File: config.mk
export PLATFORM = sky130hd
export DESIGN_NAME = vectored_interrupt_map
export DESIGN_NICKNAME = d
export VERILOG_FILES = /design/src/hw/irq_map_pkg.sv /design/src/hw/arb_if.sv /design/src/hw/irq_arbiter.sv /design/src/hw/vectored_interrupt_map.sv
export SDC_FILE = /design/constraint.sdc
export NUM_CORES = 1
export LEC_CHECK = 0
export BUFFER_PORTS_ARGS = -buffer_cell sky130_fd_sc_hd__clkbuf_2
export CAP_MARGIN = 10
export CORE_MARGIN = 8
export CORE_UTILIZATION = 49
export CTS_CLUSTER_SIZE = 10
export DETAILED_ROUTE_END_ITERATION = 8
export PLACE_DENSITY_LB_ADDON = 0.08
export SYNTH_ARGS = -nofsm -noshare
export SYNTH_HDL_FRONTEND = slang
export SYNTH_SLANG_ARGS = --single-unit
File: constraint.sdc
create_clock -name aclk -period 2.1 [get_ports aclk]
set_input_delay 0.315 -clock aclk [delete_from_list [all_inputs] [get_ports aclk]]
set_output_delay 0.315 -clock aclk [all_outputs]
set_load 0.02 [all_outputs]
File: src/hw/irq_map_pkg.sv
/*
  Constants for the vectored interrupt map: register offsets, bit positions,
  reset values, arbitration orders and vector arithmetic.
  Assumes byte addressing on a 32-bit AXI4-Lite bus, one aligned word per register.
*/
// Functional notes
// reset is non-maskable, has no flag, ranks highest, starts at 0x0000.
// external input zero vectors 0x0003, order 0, hardware-cleared, bit 0 controls.
// timer zero overflow vectors 0x000B, order 1, hardware-cleared, bit 1 controls.
// external input one vectors 0x0013, order 2, hardware-cleared, bit 2 controls.
// timer one overflow vectors 0x001B, order 3, hardware-cleared, bit 3 controls.
// uart requests 0x0023, order 4, from rx or tx done; never hardware-cleared.
// timer two requests 0x002B, order 5, from high or low overflow; not cleared.
// spi requests 0x0033, order 6, from any of four flags; none cleared.
// smbus requests 0x003B, order 7, secondary bit 0; flag not cleared.
// vector 0x0043, order 8, stays reserved with nothing attached.
// converter window compare requests 0x004B, order 9, secondary bit 2.
// converter done requests 0x0053, order 10, secondary bit 3.
// counter array requests 0x005B, order 11, overflow or any module match, bit 4.
// comparator zero requests 0x0063, order 12, fall or rise flag, bit 5.
// comparator one requests 0x006B, order 13, fall or rise flag, bit 6.
// timer three requests 0x0073, order 14, high or low overflow, bit 7.
// global enable bit 7 gates every source; when set each follows its mask.
// primary enable register resets to zero and sits at 0xA8.
// primary enable bit 6 masks all spi flags together.
// primary enable bit 5 lets either timer two overflow flag request.
// high priority wins; equal priority goes to the lower arbitration order.
// flags set regardless of enables; software writing one requests like hardware.
// hardware-cleared flags clear when the core vectors to that source.
// a flag still set after return requests again after one more instruction.
package irq_map_pkg;
  localparam int          ADDR_W        = 8;
  localparam int          NUM_ORDERS    = 15;
  localparam int          ORDER_W       = 4;
  localparam int          PCA_MODULES   = 5;

  localparam logic [7:0]  OFF_EN        = 8'hA8;
  localparam logic [7:0]  OFF_PR        = 8'hB8;
  localparam logic [7:0]  OFF_PENDING   = 8'hC0;
  localparam logic [7:0]  OFF_STATUS    = 8'hC4;
  localparam logic [7:0]  OFF_EIE       = 8'hE4;
  localparam logic [7:0]  OFF_EIP       = 8'hF4;

  localparam logic [7:0]  EN_RESET      = 8'h00;
  localparam logic [7:0]  PR_RESET      = 8'h00;
  localparam logic [7:0]  EIE_RESET     = 8'h00;
  localparam logic [7:0]  EIP_RESET     = 8'h00;
  localparam logic [3:0]  PENDING_RESET = 4'h0;

  localparam int          BIT_GLOBAL    = 7;
  localparam int          BIT_SPI       = 6;
  localparam int          BIT_TIMER2    = 5;
  localparam int          BIT_UART      = 4;
  localparam int          BIT_TIMER1    = 3;
  localparam int          BIT_EXT1      = 2;
  localparam int          BIT_TIMER0    = 1;
  localparam int          BIT_EXT0      = 0;
  localparam int          BIT_SMBUS     = 0;
  localparam int          BIT_ADC_WIN   = 2;
  localparam int          BIT_ADC_DONE  = 3;
  localparam int          BIT_PCA       = 4;
  localparam int          BIT_CMP0      = 5;
  localparam int          BIT_CMP1      = 6;
  localparam int          BIT_TIMER3    = 7;

  localparam int          ORD_EXT0      = 0;
  localparam int          ORD_TIMER0    = 1;
  localparam int          ORD_EXT1      = 2;
  localparam int          ORD_TIMER1    = 3;
  localparam int          ORD_UART      = 4;
  localparam int          ORD_TIMER2    = 5;
  localparam int          ORD_SPI       = 6;
  localparam int          ORD_SMBUS     = 7;
  localparam int          ORD_RESERVED  = 8;
  localparam int          ORD_ADC_WIN   = 9;
  localparam int          ORD_ADC_DONE  = 10;
  localparam int          ORD_PCA       = 11;
  localparam int          ORD_CMP0      = 12;
  localparam int          ORD_CMP1      = 13;
  localparam int          ORD_TIMER3    = 14;

  localparam int          STAT_ORDER_LSB = 16;
  localparam int          STAT_HIGH      = 20;
  localparam int          STAT_REQUEST   = 21;
  localparam int          STAT_HOLD      = 22;

  localparam logic [15:0] RESET_VECTOR  = 16'h0000;
  localparam logic [15:0] VECTOR_BASE   = 16'h0003;
  localparam int          VECTOR_SHIFT  = 3;

  localparam logic [1:0]  RESP_OKAY     = 2'h0;
  localparam logic [1:0]  RESP_SLVERR   = 2'h2;

  // vector of arbitration order n is base plus eight per step
  function automatic logic [15:0] vector_of(input logic [ORDER_W-1:0] ord);
    vector_of = VECTOR_BASE + (16'(ord) << VECTOR_SHIFT);
  endfunction

  // spreads primary and secondary control bytes onto the order-indexed vector
  function automatic logic [NUM_ORDERS-1:0] by_order(input logic [7:0] prim,
                                                     input logic [7:0] sec);
    by_order = {sec[7:2], 1'b0, sec[0], prim[6:0]};
  endfunction

  // lowest set index wins; the caller checks for an empty vector
  function automatic logic [ORDER_W-1:0] lowest(input logic [NUM_ORDERS-1:0] v);
    lowest = '0;
    for (int i = NUM_ORDERS - 1; i >= 0; i--) begin
      if (v[i]) begin
        lowest = ORDER_W'(i);
      end
    end
  endfunction
endpackage

File: src/hw/arb_if.sv
/*
  Request and grant bundle between the interrupt map and its arbiter.
  Assumes both ends run on the same clock.
*/
`timescale 1ns/1ps
`default_nettype none
interface arb_if;
  import irq_map_pkg::*;
  logic [NUM_ORDERS-1:0] req;
  logic [NUM_ORDERS-1:0] high_sel;
  logic                  valid;
  logic                  high;
  logic [ORDER_W-1:0]    order;
  modport requester (output req, output high_sel, input valid, input high, input order);
  modport arbiter   (input req, input high_sel, output valid, output high, output order);
endinterface
`default_nettype wire

File: src/hw/irq_arbiter.sv
/*
  Two-level fixed-order arbiter, purely combinational.
  Assumes requests already gated by masks and global enable.
*/
`timescale 1ns/1ps
`default_nettype none
module irq_arbiter
  import irq_map_pkg::*;
(
  arb_if.arbiter arb
);
  logic [NUM_ORDERS-1:0] high_req;

  always_comb begin
    high_req  = arb.req & arb.high_sel;
    arb.valid = |arb.req;
    arb.high  = |high_req;
    // high level first, then lowest order inside the level
    arb.order = (|high_req) ? lowest(high_req) : lowest(arb.req);
  end
endmodule
`default_nettype wire

File: src/hw/vectored_interrupt_map.sv
/*
  Vectored interrupt map: pending flags for hardware-cleared sources, enable and
  priority registers behind an AXI4-Lite slave, and the vector offered to the core.
  Assumes the core pulses vector_ack when it takes the offered vector, reti_done
  when a service routine returns and instr_done after each instruction.
*/
`timescale 1ns/1ps
`default_nettype none
module vectored_interrupt_map
  import irq_map_pkg::*;
(
  input  wire logic                   aclk,
  input  wire logic                   aresetn,
  input  wire logic [ADDR_W-1:0]      s_axi_awaddr,
  input  wire logic                   s_axi_awvalid,
  output logic                        s_axi_awready,
  input  wire logic [31:0]            s_axi_wdata,
  input  wire logic [3:0]             s_axi_wstrb,
  input  wire logic                   s_axi_wvalid,
  output logic                        s_axi_wready,
  output logic [1:0]                  s_axi_bresp,
  output logic                        s_axi_bvalid,
  input  wire logic                   s_axi_bready,
  input  wire logic [ADDR_W-1:0]      s_axi_araddr,
  input  wire logic                   s_axi_arvalid,
  output logic                        s_axi_arready,
  output logic [31:0]                 s_axi_rdata,
  output logic [1:0]                  s_axi_rresp,
  output logic                        s_axi_rvalid,
  input  wire logic                   s_axi_rready,
  input  wire logic                   ext_input_zero,
  input  wire logic                   timer0_event,
  input  wire logic                   ext_input_one,
  input  wire logic                   timer1_event,
  input  wire logic                   uart_rx_done,
  input  wire logic                   uart_tx_done,
  input  wire logic                   timer2_high_overflow,
  input  wire logic                   timer2_low_overflow,
  input  wire logic                   spi_transfer_done,
  input  wire logic                   spi_write_collision,
  input  wire logic                   spi_mode_fault,
  input  wire logic                   spi_rx_overrun,
  input  wire logic                   smbus_event_flag,
  input  wire logic                   converter_window_hit,
  input  wire logic                   converter_done,
  input  wire logic                   counter_array_overflow,
  input  wire logic [PCA_MODULES-1:0] counter_module_match,
  input  wire logic                   cmp0_fall_flag,
  input  wire logic                   cmp0_rise_flag,
  input  wire logic                   cmp1_fall_flag,
  input  wire logic                   cmp1_rise_flag,
  input  wire logic                   timer3_high_overflow,
  input  wire logic                   timer3_low_overflow,
  input  wire logic                   vector_ack,
  input  wire logic                   reti_done,
  input  wire logic                   instr_done,
  output logic                        irq_request,
  output logic [15:0]                 irq_vector,
  output logic [ORDER_W-1:0]          irq_order,
  output logic                        irq_high,
  output logic [15:0]                 boot_vector,
  output logic [3:0]                  hw_pending
);
  arb_if arb ();

  irq_arbiter u_arbiter (
    .arb (arb.arbiter)
  );

  // register state
  logic [7:0]            interrupt_enable_primary;
  logic [7:0]            primary_priority_reg;
  logic [7:0]            secondary_enable_reg;
  logic [7:0]            secondary_priority_reg;
  logic [3:0]            pending;
  logic [7:0]            next_en;
  logic [7:0]            next_pr;
  logic [7:0]            next_eie;
  logic [7:0]            next_eip;
  logic [3:0]            next_pending;

  // bus state
  logic                  aw_held;
  logic [ADDR_W-1:0]     aw_addr;
  logic                  w_held;
  logic [31:0]           w_data;
  logic [3:0]            w_strb;
  logic                  b_valid;
  logic [1:0]            b_resp;
  logic                  r_valid;
  logic [31:0]           r_data;
  logic [1:0]            r_resp;
  logic                  next_aw_held;
  logic [ADDR_W-1:0]     next_aw_addr;
  logic                  next_w_held;
  logic [31:0]           next_w_data;
  logic [3:0]            next_w_strb;
  logic                  next_b_valid;
  logic [1:0]            next_b_resp;
  logic                  next_r_valid;
  logic [31:0]           next_r_data;
  logic [1:0]            next_r_resp;

  // request state
  logic                  hold_off;
  logic                  req_q;
  logic [15:0]           vector_q;
  logic [ORDER_W-1:0]    order_q;
  logic                  high_q;
  logic                  next_hold_off;
  logic                  next_req;
  logic [15:0]           next_vector;
  logic [ORDER_W-1:0]    next_order;
  logic                  next_high;

  logic                  do_write;
  logic                  wr_byte;
  logic                  aw_ok;
  logic [NUM_ORDERS-1:0] raw_flags;
  logic [NUM_ORDERS-1:0] masks;
  logic [NUM_ORDERS-1:0] masked;
  logic [3:0]            hw_events;
  logic [3:0]            ack_clear;
  logic [31:0]           status_word;

  function automatic logic mapped(input logic [ADDR_W-1:0] a);
    mapped = (a == OFF_EN) || (a == OFF_PR) || (a == OFF_PENDING) ||
             (a == OFF_STATUS) || (a == OFF_EIE) || (a == OFF_EIP);
  endfunction

  // handshakes stay combinational; one write and one read in flight
  assign s_axi_awready = ~aw_held & ~b_valid;
  assign s_axi_wready  = ~w_held & ~b_valid;
  assign s_axi_arready = ~r_valid;
  assign s_axi_bvalid  = b_valid;
  assign s_axi_bresp   = b_resp;
  assign s_axi_rvalid  = r_valid;
  assign s_axi_rdata   = r_data;
  assign s_axi_rresp   = r_resp;

  assign do_write = aw_held & w_held & ~b_valid;
  assign wr_byte  = do_write & w_strb[0];
  assign aw_ok    = mapped(aw_addr);

  // flag sources: peripherals own the flags they never see cleared here
  always_comb begin
    raw_flags               = '0;
    raw_flags[ORD_EXT0]     = pending[ORD_EXT0];
    raw_flags[ORD_TIMER0]   = pending[ORD_TIMER0];
    raw_flags[ORD_EXT1]     = pending[ORD_EXT1];
    raw_flags[ORD_TIMER1]   = pending[ORD_TIMER1];
    raw_flags[ORD_UART]     = uart_rx_done | uart_tx_done;
    raw_flags[ORD_TIMER2]   = timer2_high_overflow | timer2_low_overflow;
    raw_flags[ORD_SPI]      = spi_transfer_done | spi_write_collision |
                              spi_mode_fault | spi_rx_overrun;
    raw_flags[ORD_SMBUS]    = smbus_event_flag;
    raw_flags[ORD_RESERVED] = 1'b0;
    raw_flags[ORD_ADC_WIN]  = converter_window_hit;
    raw_flags[ORD_ADC_DONE] = converter_done;
    raw_flags[ORD_PCA]      = counter_array_overflow | (|counter_module_match);
    raw_flags[ORD_CMP0]     = cmp0_fall_flag | cmp0_rise_flag;
    raw_flags[ORD_CMP1]     = cmp1_fall_flag | cmp1_rise_flag;
    raw_flags[ORD_TIMER3]   = timer3_high_overflow | timer3_low_overflow;
  end

  // reserved order carries no mask bit, so it can never request
  assign masks = by_order(interrupt_enable_primary, secondary_enable_reg);
  // global enable overrides every individual mask
  assign masked = interrupt_enable_primary[BIT_GLOBAL] ? (raw_flags & masks) : '0;

  assign arb.req      = masked;
  assign arb.high_sel = by_order(primary_priority_reg, secondary_priority_reg);

  assign hw_events = {timer1_event, ext_input_one, timer0_event, ext_input_zero};

  always_comb begin
    status_word                                     = '0;
    status_word[NUM_ORDERS-1:0]                     = masked;
    status_word[STAT_ORDER_LSB +: ORDER_W]          = order_q;
    status_word[STAT_HIGH]                          = high_q;
    status_word[STAT_REQUEST]                       = req_q;
    status_word[STAT_HOLD]                          = hold_off;
  end

  // clear on vectoring only for the four hardware-cleared sources
  always_comb begin
    ack_clear = '0;
    if (vector_ack && req_q && order_q <= ORDER_W'(ORD_TIMER1)) begin
      ack_clear[order_q[1:0]] = 1'b1;
    end
  end

  // register file next state
  always_comb begin
    next_en      = interrupt_enable_primary;
    next_pr      = primary_priority_reg;
    next_eie     = secondary_enable_reg;
    next_eip     = secondary_priority_reg;
    next_pending = pending & ~ack_clear;
    if (wr_byte) begin
      case (aw_addr)
        OFF_EN:      next_en      = w_data[7:0];
        OFF_PR:      next_pr      = {1'b0, w_data[6:0]};
        OFF_EIE:     next_eie     = {w_data[7:2], 1'b0, w_data[0]};
        OFF_EIP:     next_eip     = {w_data[7:2], 1'b0, w_data[0]};
        // software may set a flag and request exactly as hardware would
        OFF_PENDING: next_pending = w_data[3:0];
        default:     next_pending = pending & ~ack_clear;
      endcase
    end
    // an event landing with a clear still sets the flag, enabled or not
    next_pending = next_pending | hw_events;
  end

  always_ff @(posedge aclk) begin
    if (!aresetn) begin
      interrupt_enable_primary <= EN_RESET;
      primary_priority_reg     <= PR_RESET;
      secondary_enable_reg     <= EIE_RESET;
      secondary_priority_reg   <= EIP_RESET;
      pending                  <= PENDING_RESET;
    end else begin
      interrupt_enable_primary <= next_en;
      primary_priority_reg     <= next_pr;
      secondary_enable_reg     <= next_eie;
      secondary_priority_reg   <= next_eip;
      pending                  <= next_pending;
    end
  end

  // bus next state
  always_comb begin
    next_aw_held = aw_held;
    next_aw_addr = aw_addr;
    next_w_held  = w_held;
    next_w_data  = w_data;
    next_w_strb  = w_strb;
    next_b_valid = b_valid;
    next_b_resp  = b_resp;
    next_r_valid = r_valid;
    next_r_data  = r_data;
    next_r_resp  = r_resp;
    if (s_axi_awvalid && s_axi_awready) begin
      next_aw_held = 1'b1;
      next_aw_addr = s_axi_awaddr;
    end
    if (s_axi_wvalid && s_axi_wready) begin
      next_w_held = 1'b1;
      next_w_data = s_axi_wdata;
      next_w_strb = s_axi_wstrb;
    end
    if (do_write) begin
      next_aw_held = 1'b0;
      next_w_held  = 1'b0;
      next_b_valid = 1'b1;
      next_b_resp  = aw_ok ? RESP_OKAY : RESP_SLVERR;
    end else if (b_valid && s_axi_bready) begin
      next_b_valid = 1'b0;
    end
    if (s_axi_arvalid && s_axi_arready) begin
      next_r_valid = 1'b1;
      next_r_resp  = mapped(s_axi_araddr) ? RESP_OKAY : RESP_SLVERR;
      case (s_axi_araddr)
        OFF_EN:      next_r_data = {24'h000000, interrupt_enable_primary};
        OFF_PR:      next_r_data = {24'h000000, primary_priority_reg};
        OFF_EIE:     next_r_data = {24'h000000, secondary_enable_reg};
        OFF_EIP:     next_r_data = {24'h000000, secondary_priority_reg};
        OFF_PENDING: next_r_data = {28'h0000000, pending};
        OFF_STATUS:  next_r_data = status_word;
        default:     next_r_data = 32'h00000000;
      endcase
    end else if (r_valid && s_axi_rready) begin
      next_r_valid = 1'b0;
    end
  end

  always_ff @(posedge aclk) begin
    if (!aresetn) begin
      aw_held <= 1'b0;
      aw_addr <= '0;
      w_held  <= 1'b0;
      w_data  <= 32'h00000000;
      w_strb  <= 4'h0;
      b_valid <= 1'b0;
      b_resp  <= RESP_OKAY;
      r_valid <= 1'b0;
      r_data  <= 32'h00000000;
      r_resp  <= RESP_OKAY;
    end else begin
      aw_held <= next_aw_held;
      aw_addr <= next_aw_addr;
      w_held  <= next_w_held;
      w_data  <= next_w_data;
      w_strb  <= next_w_strb;
      b_valid <= next_b_valid;
      b_resp  <= next_b_resp;
      r_valid <= next_r_valid;
      r_data  <= next_r_data;
      r_resp  <= next_r_resp;
    end
  end

  // request to the core, sampled once per clock
  always_comb begin
    // after a return the core must run one instruction before re-entering
    if (reti_done) begin
      next_hold_off = 1'b1;
    end else if (instr_done) begin
      next_hold_off = 1'b0;
    end else begin
      next_hold_off = hold_off;
    end
    // drop for the ack cycle so a hardware clear lands before re-sampling
    next_req    = arb.valid & ~next_hold_off & ~vector_ack;
    next_order  = arb.order;
    next_high   = arb.high;
    next_vector = vector_of(arb.order);
  end

  always_ff @(posedge aclk) begin
    if (!aresetn) begin
      hold_off <= 1'b0;
      req_q    <= 1'b0;
      vector_q <= RESET_VECTOR;
      order_q  <= '0;
      high_q   <= 1'b0;
    end else begin
      hold_off <= next_hold_off;
      req_q    <= next_req;
      vector_q <= next_vector;
      order_q  <= next_order;
      high_q   <= next_high;
    end
  end

  assign irq_request = req_q;
  assign irq_vector  = vector_q;
  assign irq_order   = order_q;
  assign irq_high    = high_q;
  // reset needs no flag or mask: the core always restarts here
  assign boot_vector = RESET_VECTOR;
  assign hw_pending  = pending;
endmodule
`default_nettype wire

# After elaboration in Yosys (flattened, before gate mapping)
# Cells that the tools add are included.
[word_totals] output_inout_bits=83 inputBits=89 reg_bits=113
[classes] magnitude_cmp=3 n_addsub=1 reduce_logical=28 n_bitwise=28 n_eq_ne=12 muxes=46
[ops] cell="$pmux W23 S6" count=1
[ops] cell="$mux W4" count=34
[ops] cell="$eq A8 B8 Y1 const B" count=12
[ops] cell="$and A15 B15 Y15" count=2
[ops] cell="$reduce_or A15 Y1" count=2
[ops] cell="$mux W15" count=1
[ops] cell="$logic_or A1 B1 Y1" count=10
[ops] cell="$or A1 B1 Y1" count=9
[ops] cell="$add A2 B7 Y8 const A" count=1
[ops] cell="$logic_and A1 B1 Y1" count=8
[ops] cell="$reduce_and A2 Y1" count=4
[ops] cell="$and A1 B1 Y1" count=7
[ops] cell="$mux W1" count=7
[ops] cell="$not A1 Y1" count=7
[ops] cell="$reduce_or A5 Y1" count=1
[ops] cell="$and A4 B4 Y4" count=1
[ops] cell="$le A4 B2 Y1 const B" count=1
[ops] cell="$mux W2" count=2
[ops] cell="$not A4 Y4" count=1
[ops] cell="$or A4 B4 Y4" count=1
[ops] cell="$reduce_bool A2 Y1" count=2
[ops] cell="$lt A2 B3 Y1 const B" count=1
[ops] cell="$demux W1 S2" count=1
[ops] cell="$ge A2 B1 Y1 const B" count=1
[ops] cell="$reduce_or A2 Y1" count=1

# Logic depth before layout (Yosys ltp)
# Gate-level depths: netlist of the first run.
[logic_depth] depth_word=23 depth_mapped=8 ltp_nobuf=5

# Cells and area by module
# Synthesis of the first run repeated with hierarchy kept, for this count alone.
[unflattened] cells_unflattened=541 area_unflattened_um2=4608.2
[modules_own_cells] module="vectored_interrupt_map" area_per_inst_um2=4195.3 instances=1 cells_per_inst=470
[modules_own_cells] module="irq_arbiter" area_per_inst_um2=412.9 instances=1 cells_per_inst=71

# Worst setup path after synthesis of the first run
# No wires, ideal clock.
[synth_timing] path_type="input port to flip-flop" from="input port counter_module_match[1]" to="register order_q[2], in the netlist irq_order[2]" slack_ns=0.200 setup_ns=0.142 path_buffers=0 path_stages=5 arrival_time_ns=1.758 cell_sequence="or4_4 o31ai_1 and4bb_2 and3_2 a2111oi_4"
[synth_via] elab_chain_len=18 word_cells_on_any_way=31
[synth_rtl] item="start, declared" line="vectored_interrupt_map.sv:47" text="input wire logic [PCA_MODULES-1:0] counter_module_match,"
[synth_rtl] item="$reduce_or A5 Y1 (*)" line="vectored_interrupt_map.sv:160" text="raw_flags[ORD_PCA] = counter_array_overflow | (|counter_module_match);"
[synth_rtl] item="$or A1 B1 Y1 (*)" line="vectored_interrupt_map.sv:160"
[synth_rtl] item="$and A15 B15 Y15 (*)" line="vectored_interrupt_map.sv:169" text="assign masked = interrupt_enable_primary[BIT_GLOBAL] ? (raw_flags & masks) : '0;"
[synth_rtl] item="$mux W15 (*)" line="vectored_interrupt_map.sv:169"
[synth_rtl] item="$and A15 B15 Y15" line="irq_arbiter.sv:15" text="high_req = arb.req & arb.high_sel;"
[synth_rtl] item="$mux W4 (12 in series)" line="irq_map_pkg.sv:109" text="if (v[i]) begin"
[synth_rtl] item="$mux W4 (*)" line="irq_arbiter.sv:19" text="arb.order = (|high_req) ? lowest(high_req) : lowest(arb.req);"
[synth_rtl] item="end signal, assigned" line="vectored_interrupt_map.sv:331" text="order_q <= next_order;"
[synth_rtl] item="end, declared" line="vectored_interrupt_map.sv:108" text="logic [ORDER_W-1:0] order_q;"
# Every way passes the cells marked *; elsewhere a longest branch is shown, timed or not.
# A chain may end at the register's enable or synchronous reset.

# Final worst setup path of the first run
[layout_timing] from="register interrupt_enable_primary[7]" to="register order_q[2], in the netlist irq_order[2]"
[layout_via] elab_chain_len=18 word_cells_on_any_way=34
[layout_rtl] item="start, declared" line="vectored_interrupt_map.sv:71" text="logic [7:0] interrupt_enable_primary;"
[layout_rtl] item="start signal, assigned" line="vectored_interrupt_map.sv:223" text="interrupt_enable_primary <= next_en;"
[layout_rtl] item="$mux W15 (*)" line="vectored_interrupt_map.sv:169"
[layout_rtl] item="$and A15 B15 Y15" line="irq_arbiter.sv:15"
[layout_rtl] item="$mux W4 (15 in series)" line="irq_map_pkg.sv:109"
[layout_rtl] item="$mux W4 (*)" line="irq_arbiter.sv:19"
# Marked as above.

==> results.rst, run 1 <==
.. list-table::
   :header-rows: 1

   * - Metric
     - Value
   * - Number of antenna violations at the first check in global routing
     - 0
   * - Proportion of synthesized flip-flops having asynchronous set or reset
     - 0
   * - Layout Nets
     - roughly 740
   * - Yosys cell types
     - 57
   * - Detailed placement HPWL
     - 10200 um
   * - DIE AREA
     - around 0.012 mm2
   * - Core area
     - roughly 0.0087 mm2
   * - Most frequent cell after synthesis
     - sky130_fd_sc_hd__dfxtp_1
   * - Data arrival, critical path
     - about 2.1 ns
   * - Setup slack of the critical path after layout
     - 0.244 ns
   * - Number of maximum-capacitance violations
     - 0
   * - Data required time at the worst endpoint
     - approximately 2.4 ns
   * - PortBufs
     - around 110
   * - Category of the critical setup timing path
     - flip-flop to flip-flop
   * - Gpl congestion
     - between 0.8 and 0.9
   * - Cell taking the most area after synthesis
     - sky130_fd_sc_hd__dfxtp_1
   * - DRC viols
     - 0
   * - Main area contributors after synthesis
     - sky130_fd_sc_hd__dfxtp_1 (39%), sky130_fd_sc_hd__mux2i_1 (10%), sky130_fd_sc_hd__buf_4 (7.5%), sky130_fd_sc_hd__a21oi_1 (5.7%), sky130_fd_sc_hd__nand2_1 (5.7%)
   * - Number of standard-cell rows in the floorplan
     - 34
   * - Worst setup timing slack at the placement stage
     - about 0.048 ns
   * - Final routed wire length divided by cell count
     - ~17 um
   * - CTS Root Cell
     - sky130_fd_sc_hd__clkbuf_8
   * - Proportion of power drawn by combinational gates
     - 0.107
   * - Clock Latency Late Sink
     - between 0.3 and 0.4 ns
   * - Number of endpoints with negative hold slack in the final report
     - 0
   * - Grt total ovfl
     - 0
   * - Internal portion of total power
     - roughly 2.5 mW
   * - Yosys synthesis warning count
     - 0
   * - Outcome
     - finished, final reports clean
   * - Seq pwr share
     - 0.504
   * - Period minus WS final
     - around 1.9 ns
   * - Final instance count without filler cells
     - ~760
   * - Relative max-transition margin
     - 0.619
   * - Path type of the worst min-delay path
     - input pin to flip-flop
   * - Number of detailed-route iterations in the first pass
     - 5
   * - Number of vias after detailed routing
     - ~4200
   * - Maximum number of pins on one net before global-route repair
     - 73
   * - Vertical die dimension
     - 111 um
   * - Cells after synthesis
     - roughly 540
   * - Endpoint kind of the worst setup timing path
     - flip-flop
   * - Synth-to-layout area growth
     - 18.3%
   * - Standby leakage power
     - between 2 and 2.5 nW
   * - Mean area per synthesized cell
     - 8.15 um2
   * - Unrepaired setup endpoints after global routing
     - false
   * - Top-area cell type share of the netlist area
     - 0.388
   * - Sw Share
     - 0.272
   * - Total clock buffers created by CTS
     - 9
   * - Buffer levels on the longest clock path
     - 2
   * - Via count of the first global-routing pass
     - roughly 4200
   * - Vias per std cell
     - 5.47
   * - Number of enable flip-flop cells after synthesis
     - 0
   * - Tightest Pin Transition
     - about 0.57 ns
   * - Maximum net fanout on the critical path
     - 13
   * - Proportion of synthesized chip area in sequential cells
     - 0.388
   * - Max reg flops
     - 21
   * - Final Cycle Share
     - 0.884
   * - Net switching power figure
     - about 0.92 mW
   * - Overall track demand over capacity in global routing
     - 0.204
   * - Slew Viols, Final
     - 0
   * - Register bit total from synthesis
     - 85
   * - Final setup vio count
     - 0
   * - Combined area of all synthesized cells
     - 0.00438 mm2
   * - CTS sink count
     - between 80 and 90
   * - Non-Filler Cell Area, Final
     - approximately 0.0052 mm2
   * - Antenna cells
     - 0
   * - Fmax
     - 0.539 GHz
   * - Power per unit of standard cell area
     - between 600 and 700 mW/mm2
   * - Width of the die
     - 111 um
   * - Post-Route Skew
     - approximately 0.011 ns
   * - Post-synth top flop
     - sky130_fd_sc_hd__dfxtp_1
   * - Effective utilization at floorplan
     - 0.503
   * - Clock transition at path regs
     - 0.09 ns
   * - Num ports
     - 172
   * - Cell total after placement
     - 747
   * - Detailed router's first-iteration violation count
     - 165
   * - Final setup TNS
     - 0 ns
   * - Routed Antenna Nets
     - 0
   * - Most frequent cells after synthesis
     - sky130_fd_sc_hd__dfxtp_1 (85), sky130_fd_sc_hd__nand2_1 (66), sky130_fd_sc_hd__nor2_1 (52)
   * - Fraction of layout cells with a size suffix above 1
     - 0.238
   * - Cell area after placement
     - about 0.0050 mm2
   * - Startpoint type of the worst setup path
     - flip-flop
   * - Utilization of the core after routing
     - 0.595
   * - Worst vdd ir
     - between 0.4 and 0.5 mV
   * - Total routed wirelength
     - between 10000 and 15000 um
   * - Part of the total power dissipated in the clock network
     - 0.388
   * - Wire length of the first global-routing pass
     - 20800 um
   * - Clock tree from TritonCTS
     - yes
   * - H-tree Lvls
     - 3
[kinds of logic after synthesis]
logic type             after synthesis  synth area share
AO/OA/AOI/OAI                      117             0.170
buffers and inverters               85             0.112
flip-flops                          85             0.388
multiplexers                        44             0.100
other                                1          0.000855
AND/OR/NAND/NOR                    206             0.228
[timing repair]
action,4_1_cts,5_1_grt
setup endpoints to repair,0,3
setup buffers,0,0
hold buffers,0,0
resized for setup,0,1
[power by group through the flow]
stage / sequential, mW / clock, mW / combinational [mW]
global placement: 1.74 / 0 / 0.353
detailed placement: 1.74 / 0 / 0.358
global route: 1.71 / 1.40 / 0.399
floorplan: 1.74 / 0 / 0.269
CTS: 1.70 / 1.34 / 0.359
finish: 1.70 / 1.31 / 0.361
[layout make-up]
cell class                      count  area, um2
Clock buffer                       10        128
Clock inverter                      6       93.8
Fill cell                         850       3530
Inverter                           18       67.6
Multi-Input combinational cell    406       2330
Sequential cell                    85       1700
Tap cell                          108        135
Timing Repair Buffer              130        726
[critical path: stages (launching register included)]
cell                        delay (ns)
sky130_fd_sc_hd__dfxtp_2          0.51
sky130_fd_sc_hd__o211a_1          0.28
sky130_fd_sc_hd__a22o_1           0.19
sky130_fd_sc_hd__and4bb_2         0.28
sky130_fd_sc_hd__and3_2           0.21
sky130_fd_sc_hd__a2111oi_4        0.28
[layout by cell type, fill, tap and decap left out, types with 22 or more instances in the layout]
cell type                    n
sky130_fd_sc_hd__nand3_1    28
sky130_fd_sc_hd__a21oi_1    50
sky130_fd_sc_hd__dfxtp_1    84
sky130_fd_sc_hd__mux2i_1    44
sky130_fd_sc_hd__buf_4      24
sky130_fd_sc_hd__nor2_1     52
sky130_fd_sc_hd__nand2_1    66
sky130_fd_sc_hd__clkbuf_2  105
sky130_fd_sc_hd__conb_1     39
sky130_fd_sc_hd__o21ai_0    22
[path summary, 6_finish.rpt]
kind / startpoint / end / slack (ns) / depth (start not counted)
worst max-delay path: interrupt_enable_primary[7] / irq_order[2] / 0.24 / 5
worst min-delay path: s_axi_rready / s_axi_rvalid / 0.13 / 2
worst max register to register: interrupt_enable_primary[7] / irq_order[2] / 0.24 / 5
worst min register to register: s_axi_rdata[19] / s_axi_rdata[19] / 0.46 / 2
[layer usage]
metal  global-route usage  routed length [um]  share of wire  vias to the layer above
met4               0.0721                 230          0.018                        0
met5                    0                   0              0                        -
met3               0.0465                 816          0.064                       20
met2                0.352                6350           0.50                      152
li1                     -                   -              -                     2055
met1                0.242                5430           0.42                     1943
[through the flow]
stage | power, mW | hold slack [ns]
floorplan | 2.01 | 0.343
global placement | 2.09 | 0.438
detailed placement | 2.09 | 0.447
CTS | 3.40 | 0.117
global route | 3.50 | 0.141
finish | 3.37 | 0.130
No activity file was read; power rests on OpenSTA's default activity.
==> run 2, diff against run 1 <==
--- a/config.mk
+++ b/config.mk
@@ -11,6 +11,7 @@
 export CORE_UTILIZATION = 49
 export CTS_CLUSTER_SIZE = 10
 export DETAILED_ROUTE_END_ITERATION = 8
+export MAX_ROUTING_LAYER = met4
 export PLACE_DENSITY_LB_ADDON = 0.08
 export SYNTH_ARGS = -nofsm -noshare
 export SYNTH_HDL_FRONTEND = slang
==> results.rst, run 2 (synthesis gave the netlist of run 1 again) <==
.. list-table::
   :header-rows: 1

   * - Metric
     - Value
   * - Setup bufs post-CTS
     - 0 (unchanged)
   * - Max reg flops
     - 21 (unchanged)
   * - Post-Route Skew
     - 0.0129 ns (+0.00199 ns)
   * - Vertical die dimension
     - 111 um (unchanged)
   * - Smallest hold slack
     - 0.125 ns (-0.00545 ns)
   * - Data arrival, critical path
     - 2.12 ns (about the same)
   * - Standby leakage power
     - 2.33 nW (-0.23%)
   * - Tightest Pin Transition
     - 0.546 ns (-0.0212 ns)
   * - Clock Latency Late Sink
     - 0.37 ns (about the same)
   * - Proportion of power drawn by combinational gates
     - 0.107 (about the same)
   * - Worst reg2reg path startpoint
     - interrupt_enable_primary[7]
   * - Fraction of layout cells with a size suffix above 1
     - 0.237 (-0.00116)
   * - Total clock buffers created by CTS
     - 9 (unchanged)
   * - CTS sink count
     - 85 (unchanged)
   * - DRC viols
     - 0 (unchanged)
   * - Unrepaired setup endpoints after global routing
     - false
   * - Buffer levels on the longest clock path
     - 2 (unchanged)
   * - Relative max-transition margin
     - 0.636 (+0.0171)
   * - PortBufs
     - 105 (unchanged)
   * - Hold-fix buffers, CTS
     - 0 (unchanged)
   * - Gpl congestion
     - 0.878 (+0.71%)
   * - Synth-to-layout area growth
     - 18.2%
   * - Grt total ovfl
     - 0 (unchanged)
   * - DIE AREA
     - 0.0122 mm2 (unchanged)
   * - Period minus WS final
     - 1.84 ns (-0.0111 ns)
   * - Number of vias after detailed routing
     - 4178 (+0.19%)
   * - Data required time at the worst endpoint
     - 2.37 ns (about the same)
   * - Power per unit of standard cell area
     - 654 mW/mm2 (+0.77%)
   * - Worst setup timing slack at the placement stage
     - 0.0271 ns (-0.0212 ns)
   * - Final instance count without filler cells
     - 762 (-0.13%)
   * - Most used cells in the layout excluding fill and tap cells
     - sky130_fd_sc_hd__clkbuf_2 (105), sky130_fd_sc_hd__dfxtp_1 (84), sky130_fd_sc_hd__nand2_1 (66)
   * - Final setup TNS
     - 0 ns (unchanged)
   * - Cell total after placement
     - 746 (-0.13%)
   * - Category of the critical setup timing path
     - flip-flop to flip-flop
   * - Endpoint kind of the worst setup timing path
     - flip-flop
   * - Endpoint, Worst Hold
     - s_axi_rvalid
   * - Detailed placement HPWL
     - 10100 um (-0.46%)
   * - Slack of the worst reg-to-reg path
     - 0.26 ns (about the same)
   * - Outcome
     - finished, final reports clean
   * - Final setup vio count
     - 0 (unchanged)
   * - Num ports
     - 172 (unchanged)
   * - Part of the total power dissipated in the clock network
     - 0.392 (+0.004)
   * - Critical Path Source
     - interrupt_enable_primary[7]
   * - Seq pwr share
     - 0.501 (-0.003)
   * - CTS Root Cell
     - sky130_fd_sc_hd__clkbuf_8
   * - Number of endpoints with negative hold slack in the final report
     - 0 (unchanged)
   * - Antenna cells
     - 0 (unchanged)
   * - Number of detailed-route iterations in the first pass
     - 7 (+2)
   * - Width of the die
     - 111 um (unchanged)
   * - Via count of the first global-routing pass
     - 4048 (-2.6%)
   * - Resized Gates After CTS
     - 0 (unchanged)
   * - Post-layout power
     - 3.39 mW (+0.62%)
   * - Routed Antenna Nets
     - 0 (unchanged)
   * - Fmax
     - 0.542 GHz (+0.60%)
   * - Number of maximum-capacitance violations
     - 0 (unchanged)
   * - Non-Filler Cell Area, Final
     - 0.00518 mm2 (-0.14%)
   * - Clock transition at path regs
     - 0.09 ns (about the same)
   * - Beginning of the worst hold path
     - s_axi_rready
   * - Number of antenna violations at the first check in global routing
     - 0 (unchanged)
   * - Final routed wire length divided by cell count
     - 17.0 um (+0.91%)
   * - Final Cycle Share
     - 0.878 (-0.00527)
   * - Core area
     - 0.00872 mm2 (unchanged)
   * - Slew Viols, Final
     - 0 (unchanged)
   * - Cell area after placement
     - 0.00496 mm2 (-0.15%)
   * - Worst vdd ir
     - 0.574 mV (+40%)
   * - Wire length of the first global-routing pass
     - 20600 um (-0.66%)
   * - Path type of the worst min-delay path
     - input pin to flip-flop
   * - Maximum net fanout on the critical path
     - 15 (+2)
   * - Detailed router's first-iteration violation count
     - 251 (+52%)
   * - Maximum number of pins on one net before global-route repair
     - 73 (unchanged)
   * - Effective utilization at floorplan
     - 0.503 (unchanged)
   * - Most common library cell in the layout ignoring fill and taps
     - sky130_fd_sc_hd__clkbuf_2
   * - H-tree Lvls
     - 3 (unchanged)
   * - Net switching power figure
     - 0.936 mW (+2.3%)
   * - Total routed wirelength
     - 12900 um (+0.78%)
   * - Number of standard-cell rows in the floorplan
     - 34 (unchanged)
   * - Number of cells traversed by the worst hold path
     - 2 (unchanged)
   * - Internal portion of total power
     - 2.45 mW (about the same)
   * - Vias per std cell
     - 5.48 (+0.32%)
   * - Overall track demand over capacity in global routing
     - 0.210 (+0.00588)
   * - Startpoint type of the worst setup path
     - flip-flop
   * - Setup slack of the critical path after layout
     - 0.255 ns (+0.0111 ns)
   * - FF-to-FF End
     - irq_order[2]
   * - Layout Nets
     - 738 (-0.14%)
   * - Utilization of the core after routing
     - 0.594 (-0.000861)
   * - Clock tree from TritonCTS
     - yes
   * - Register-to-Register Path Depth
     - 5 (unchanged)
   * - Sw Share
     - 0.276 (+0.00445)
[run 2: changes by cell type in the layout (fill, tap and decap cells not counted), sizes merged]
cell,change
buf,-1
[run 2: cell type report]
type                       count  area [um2]
tap                          108         135
multi-input combinational    406        2330
timing repair buffer         129         718
clock inverter                 6        93.8
clock buffer                  10         128
inverter                      18        67.6
fill                         862        3540
sequential                    85        1700
[run 2: how the worst max path moves through the flow]
stage / end / slack (ns) / cells past startpoint
floorplan: irq_order[2] / 0.20 / 5
global placement: irq_order[3] / 0.09 / 6
detailed placement: irq_order[3] / 0.03 / 6
CTS: irq_order[2] / 0.08 / 5
global route: irq_order[3] / 0.15 / 6
finish: irq_order[2] / 0.26 / 5
[run 2: power groups by stage]
stage	clock network, mW	registers, mW	logic, mW
final	1.33	1.70	0.361
after global routing	1.41	1.71	0.401
after detailed placement	0	1.74	0.359
after floorplan	0	1.74	0.269
after global placement	0	1.74	0.353
after CTS	1.35	1.70	0.360
[run 2: critical path, stage by stage (launching register included)]
cell	delay (ns)
sky130_fd_sc_hd__dfxtp_2	0.51
sky130_fd_sc_hd__o211a_1	0.28
sky130_fd_sc_hd__a22o_1	0.19
sky130_fd_sc_hd__and4bb_2	0.29
sky130_fd_sc_hd__and3_2	0.21
sky130_fd_sc_hd__a2111oi_4	0.29
[run 2: metal layers]
layer / global-route usage / up-vias / share of wire
li1: - / 2054 / -
met1: 0.241 / 1943 / 0.42
met2: 0.346 / 163 / 0.49
met3: 0.0595 / 18 / 0.068
met4: 0.0685 / 0 / 0.020
met5: - / - / 0
==> run 3, diff against run 2 <==
--- a/config.mk
+++ b/config.mk
@@ -8,7 +8,8 @@
 export BUFFER_PORTS_ARGS = -buffer_cell sky130_fd_sc_hd__clkbuf_2
 export CAP_MARGIN = 10
 export CORE_MARGIN = 8
-export CORE_UTILIZATION = 49
+export CORE_UTILIZATION = 51
+export CTS_BUF_LIST = sky130_fd_sc_hd__clkbuf_8
 export CTS_CLUSTER_SIZE = 10
 export DETAILED_ROUTE_END_ITERATION = 8
 export MAX_ROUTING_LAYER = met4
==> results.rst, run 3 (synthesis gave the netlist of run 1 again) <==
.. list-table::
   :header-rows: 1

   * - Metric
     - Value
   * - Net switching power figure
     - 0.919 mW (-1.8%)
   * - Final setup vio count
     - 0 (unchanged)
   * - Relative max-transition margin
     - 0.662 (+0.0264)
   * - Slew Viols, Final
     - 0 (unchanged)
   * - Data required time at the worst endpoint
     - 2.36 ns (about the same)
   * - Total clock buffers created by CTS
     - 9 (unchanged)
   * - Part of the total power dissipated in the clock network
     - 0.346 (-0.046)
   * - Most common library cell in the layout ignoring fill and taps
     - sky130_fd_sc_hd__clkbuf_2
   * - Setup bufs post-CTS
     - 0 (unchanged)
   * - Width of the die
     - 109 um (-1.7%)
   * - Wire length of the first global-routing pass
     - 20100 um (-2.5%)
   * - CTS Root Cell
     - sky130_fd_sc_hd__clkbuf_8
   * - Number of vias after detailed routing
     - 4207 (+0.69%)
   * - Number of endpoints with negative hold slack in the final report
     - 0 (unchanged)
   * - Clock tree from TritonCTS
     - yes
   * - Hold-fix buffers, CTS
     - 0 (unchanged)
   * - H-tree Lvls
     - 3 (unchanged)
   * - Category of the critical setup timing path
     - flip-flop to flip-flop
   * - Data arrival, critical path
     - 2.09 ns (-0.03 ns)
   * - Vertical die dimension
     - 109 um (-1.7%)
   * - Most used cells in the layout excluding fill and tap cells
     - sky130_fd_sc_hd__clkbuf_2 (105), sky130_fd_sc_hd__dfxtp_1 (84), sky130_fd_sc_hd__nand2_1 (66)
   * - Detailed router's first-iteration violation count
     - 137 (-45%)
   * - Via count of the first global-routing pass
     - 4110 (+1.5%)
   * - Overall track demand over capacity in global routing
     - 0.222 (+0.0119)
   * - Core area
     - 0.00851 mm2 (-2.4%)
   * - Grt total ovfl
     - 0 (unchanged)
   * - Vias per std cell
     - 5.48 (about the same)
   * - Buffer levels on the longest clock path
     - 2 (unchanged)
   * - DIE AREA
     - 0.0118 mm2 (-3.4%)
   * - Clock Latency Late Sink
     - 0.36 ns (about the same)
   * - Number of antenna violations at the first check in global routing
     - 0 (unchanged)
   * - Tightest Pin Transition
     - 0.503 ns (-0.0430 ns)
   * - PortBufs
     - 105 (unchanged)
   * - Maximum net fanout on the critical path
     - 10 (-5)
   * - Antenna cells
     - 0 (unchanged)
   * - Fmax
     - 0.547 GHz (+0.99%)
   * - Synth-to-layout area growth
     - 18.2% (about the same)
   * - Final setup TNS
     - 0 ns (unchanged)
   * - Number of maximum-capacitance violations
     - 0 (unchanged)
   * - Number of standard-cell rows in the floorplan
     - 34 (unchanged)
   * - Fraction of layout cells with a size suffix above 1
     - 0.242 (+0.00542)
   * - Internal portion of total power
     - 2.23 mW (-9.1%)
   * - Outcome
     - finished, violations left
   * - Startpoint type of the worst setup path
     - flip-flop
   * - Clock transition at path regs
     - 0.09 ns (about the same)
   * - Cell area after placement
     - 0.00500 mm2 (+0.91%)
   * - Seq pwr share
     - 0.540 (+0.039)
   * - Resized Gates After CTS
     - 0 (unchanged)
   * - Sw Share
     - 0.292 (+0.0157)
   * - Gpl congestion
     - 0.944 (+7.5%)
   * - Final Cycle Share
     - 0.870 (-0.00860)
   * - Detailed placement HPWL
     - 10300 um (+1.2%)
   * - Routed Antenna Nets
     - 0 (unchanged)
   * - Final routed wire length divided by cell count
     - 17.1 um (+0.58%)
   * - Proportion of power drawn by combinational gates
     - 0.114 (+0.007)
   * - Layout Nets
     - 744 (+0.81%)
   * - Non-Filler Cell Area, Final
     - 0.00518 mm2 (about the same)
   * - Num ports
     - 172 (unchanged)
   * - Worst vdd ir
     - 0.346 mV (-40%)
   * - Utilization of the core after routing
     - 0.609 (+0.0150)
   * - Unrepaired setup endpoints after global routing
     - false
   * - Total routed wirelength
     - 13100 um (+1.4%)
   * - Post-Route Skew
     - 0.0136 ns (+0.000778 ns)
   * - Path type of the worst min-delay path
     - input pin to flip-flop
   * - Number of detailed-route iterations in the first pass
     - 9 (+2)
   * - Violated checks
     - design-rule violations
   * - DRC viols
     - 1 (+1)
   * - Power per unit of standard cell area
     - 607 mW/mm2 (-7.1%)
   * - Effective utilization at floorplan
     - 0.515 (+0.0126)
   * - CTS sink count
     - 85 (unchanged)
   * - Endpoint kind of the worst setup timing path
     - flip-flop
   * - Standby leakage power
     - 2.34 nW (+0.40%)
   * - Maximum number of pins on one net before global-route repair
     - 44 (-40%)
   * - Max reg flops
     - 21 (unchanged)
   * - Period minus WS final
     - 1.83 ns (-0.0181 ns)
run 3: cell types whose count changed in the layout (fill, tap and decap cells not counted):
cell | previous run | this run
sky130_fd_sc_hd__clkbuf_1 | 1 | 0
sky130_fd_sc_hd__buf_4 | 23 | 29
sky130_fd_sc_hd__clkinvlp_4 | 1 | 2
sky130_fd_sc_hd__clkbuf_8 | 9 | 10
sky130_fd_sc_hd__bufinv_16 | 2 | 0
sky130_fd_sc_hd__inv_6 | 2 | 1
sky130_fd_sc_hd__inv_1 | 17 | 19
run 3: path summary, 6_finish.rpt:
check                                                 start  slack [ns]  cells after the start      endpoint
worst max-delay path            interrupt_enable_primary[7]        0.27                      5  irq_order[2]
worst max register to register  interrupt_enable_primary[7]        0.27                      5  irq_order[2]
worst min-delay path                           s_axi_rready        0.12                      2  s_axi_rvalid
worst min register to register                   aw_addr[7]        0.45                      2    aw_addr[7]
run 3: power groups by stage:
stage                     logic [mW]  clock network (mW)  registers [mW]
final                          0.359                1.09            1.70
after global routing           0.397                1.17            1.71
after CTS                      0.357                1.10            1.70
after detailed placement       0.356                   0            1.74
after global placement         0.350                   0            1.74
after floorplan                0.269                   0            1.74
run 3: layout make-up:
| cell class | instances | area (um2) |
|---|---|---|
| clock buffer | 10 | 138 |
| clock inverter | 6 | 40.0 |
| fill | 809 | 3330 |
| inverter | 18 | 67.6 |
| multi-input combinational | 406 | 2330 |
| sequential | 85 | 1700 |
| tap | 108 | 135 |
| timing repair buffer | 135 | 763 |
run 3: metal layers:
| layer | share of wire | track usage |
|---|---|---|
| met1 | 0.43 | 0.261 |
| met4 | 0.021 | 0.0948 |
| met3 | 0.071 | 0.0384 |
| met5 | 0 | - |
| met2 | 0.48 | 0.366 |
run 3: metrics by stage:
stage               power, mW  hold slack [ns]  instances  worst slack (ns)
floorplan                2.01            0.343        576             0.200
global placement         2.09            0.438        752            0.0702
detailed placement       2.09            0.443        752            0.0636
CTS                      3.15            0.117        768             0.121
global route             3.27            0.138        768             0.131
finish                   3.15            0.122        768             0.273
run 3: critical path, cell delays in order, from the launching register on:
cell                        delay [ns]
sky130_fd_sc_hd__dfxtp_2          0.48
sky130_fd_sc_hd__o211a_1          0.28
sky130_fd_sc_hd__a22o_1           0.20
sky130_fd_sc_hd__and4bb_2         0.28
sky130_fd_sc_hd__and3_2           0.21
sky130_fd_sc_hd__a2111oi_4        0.29
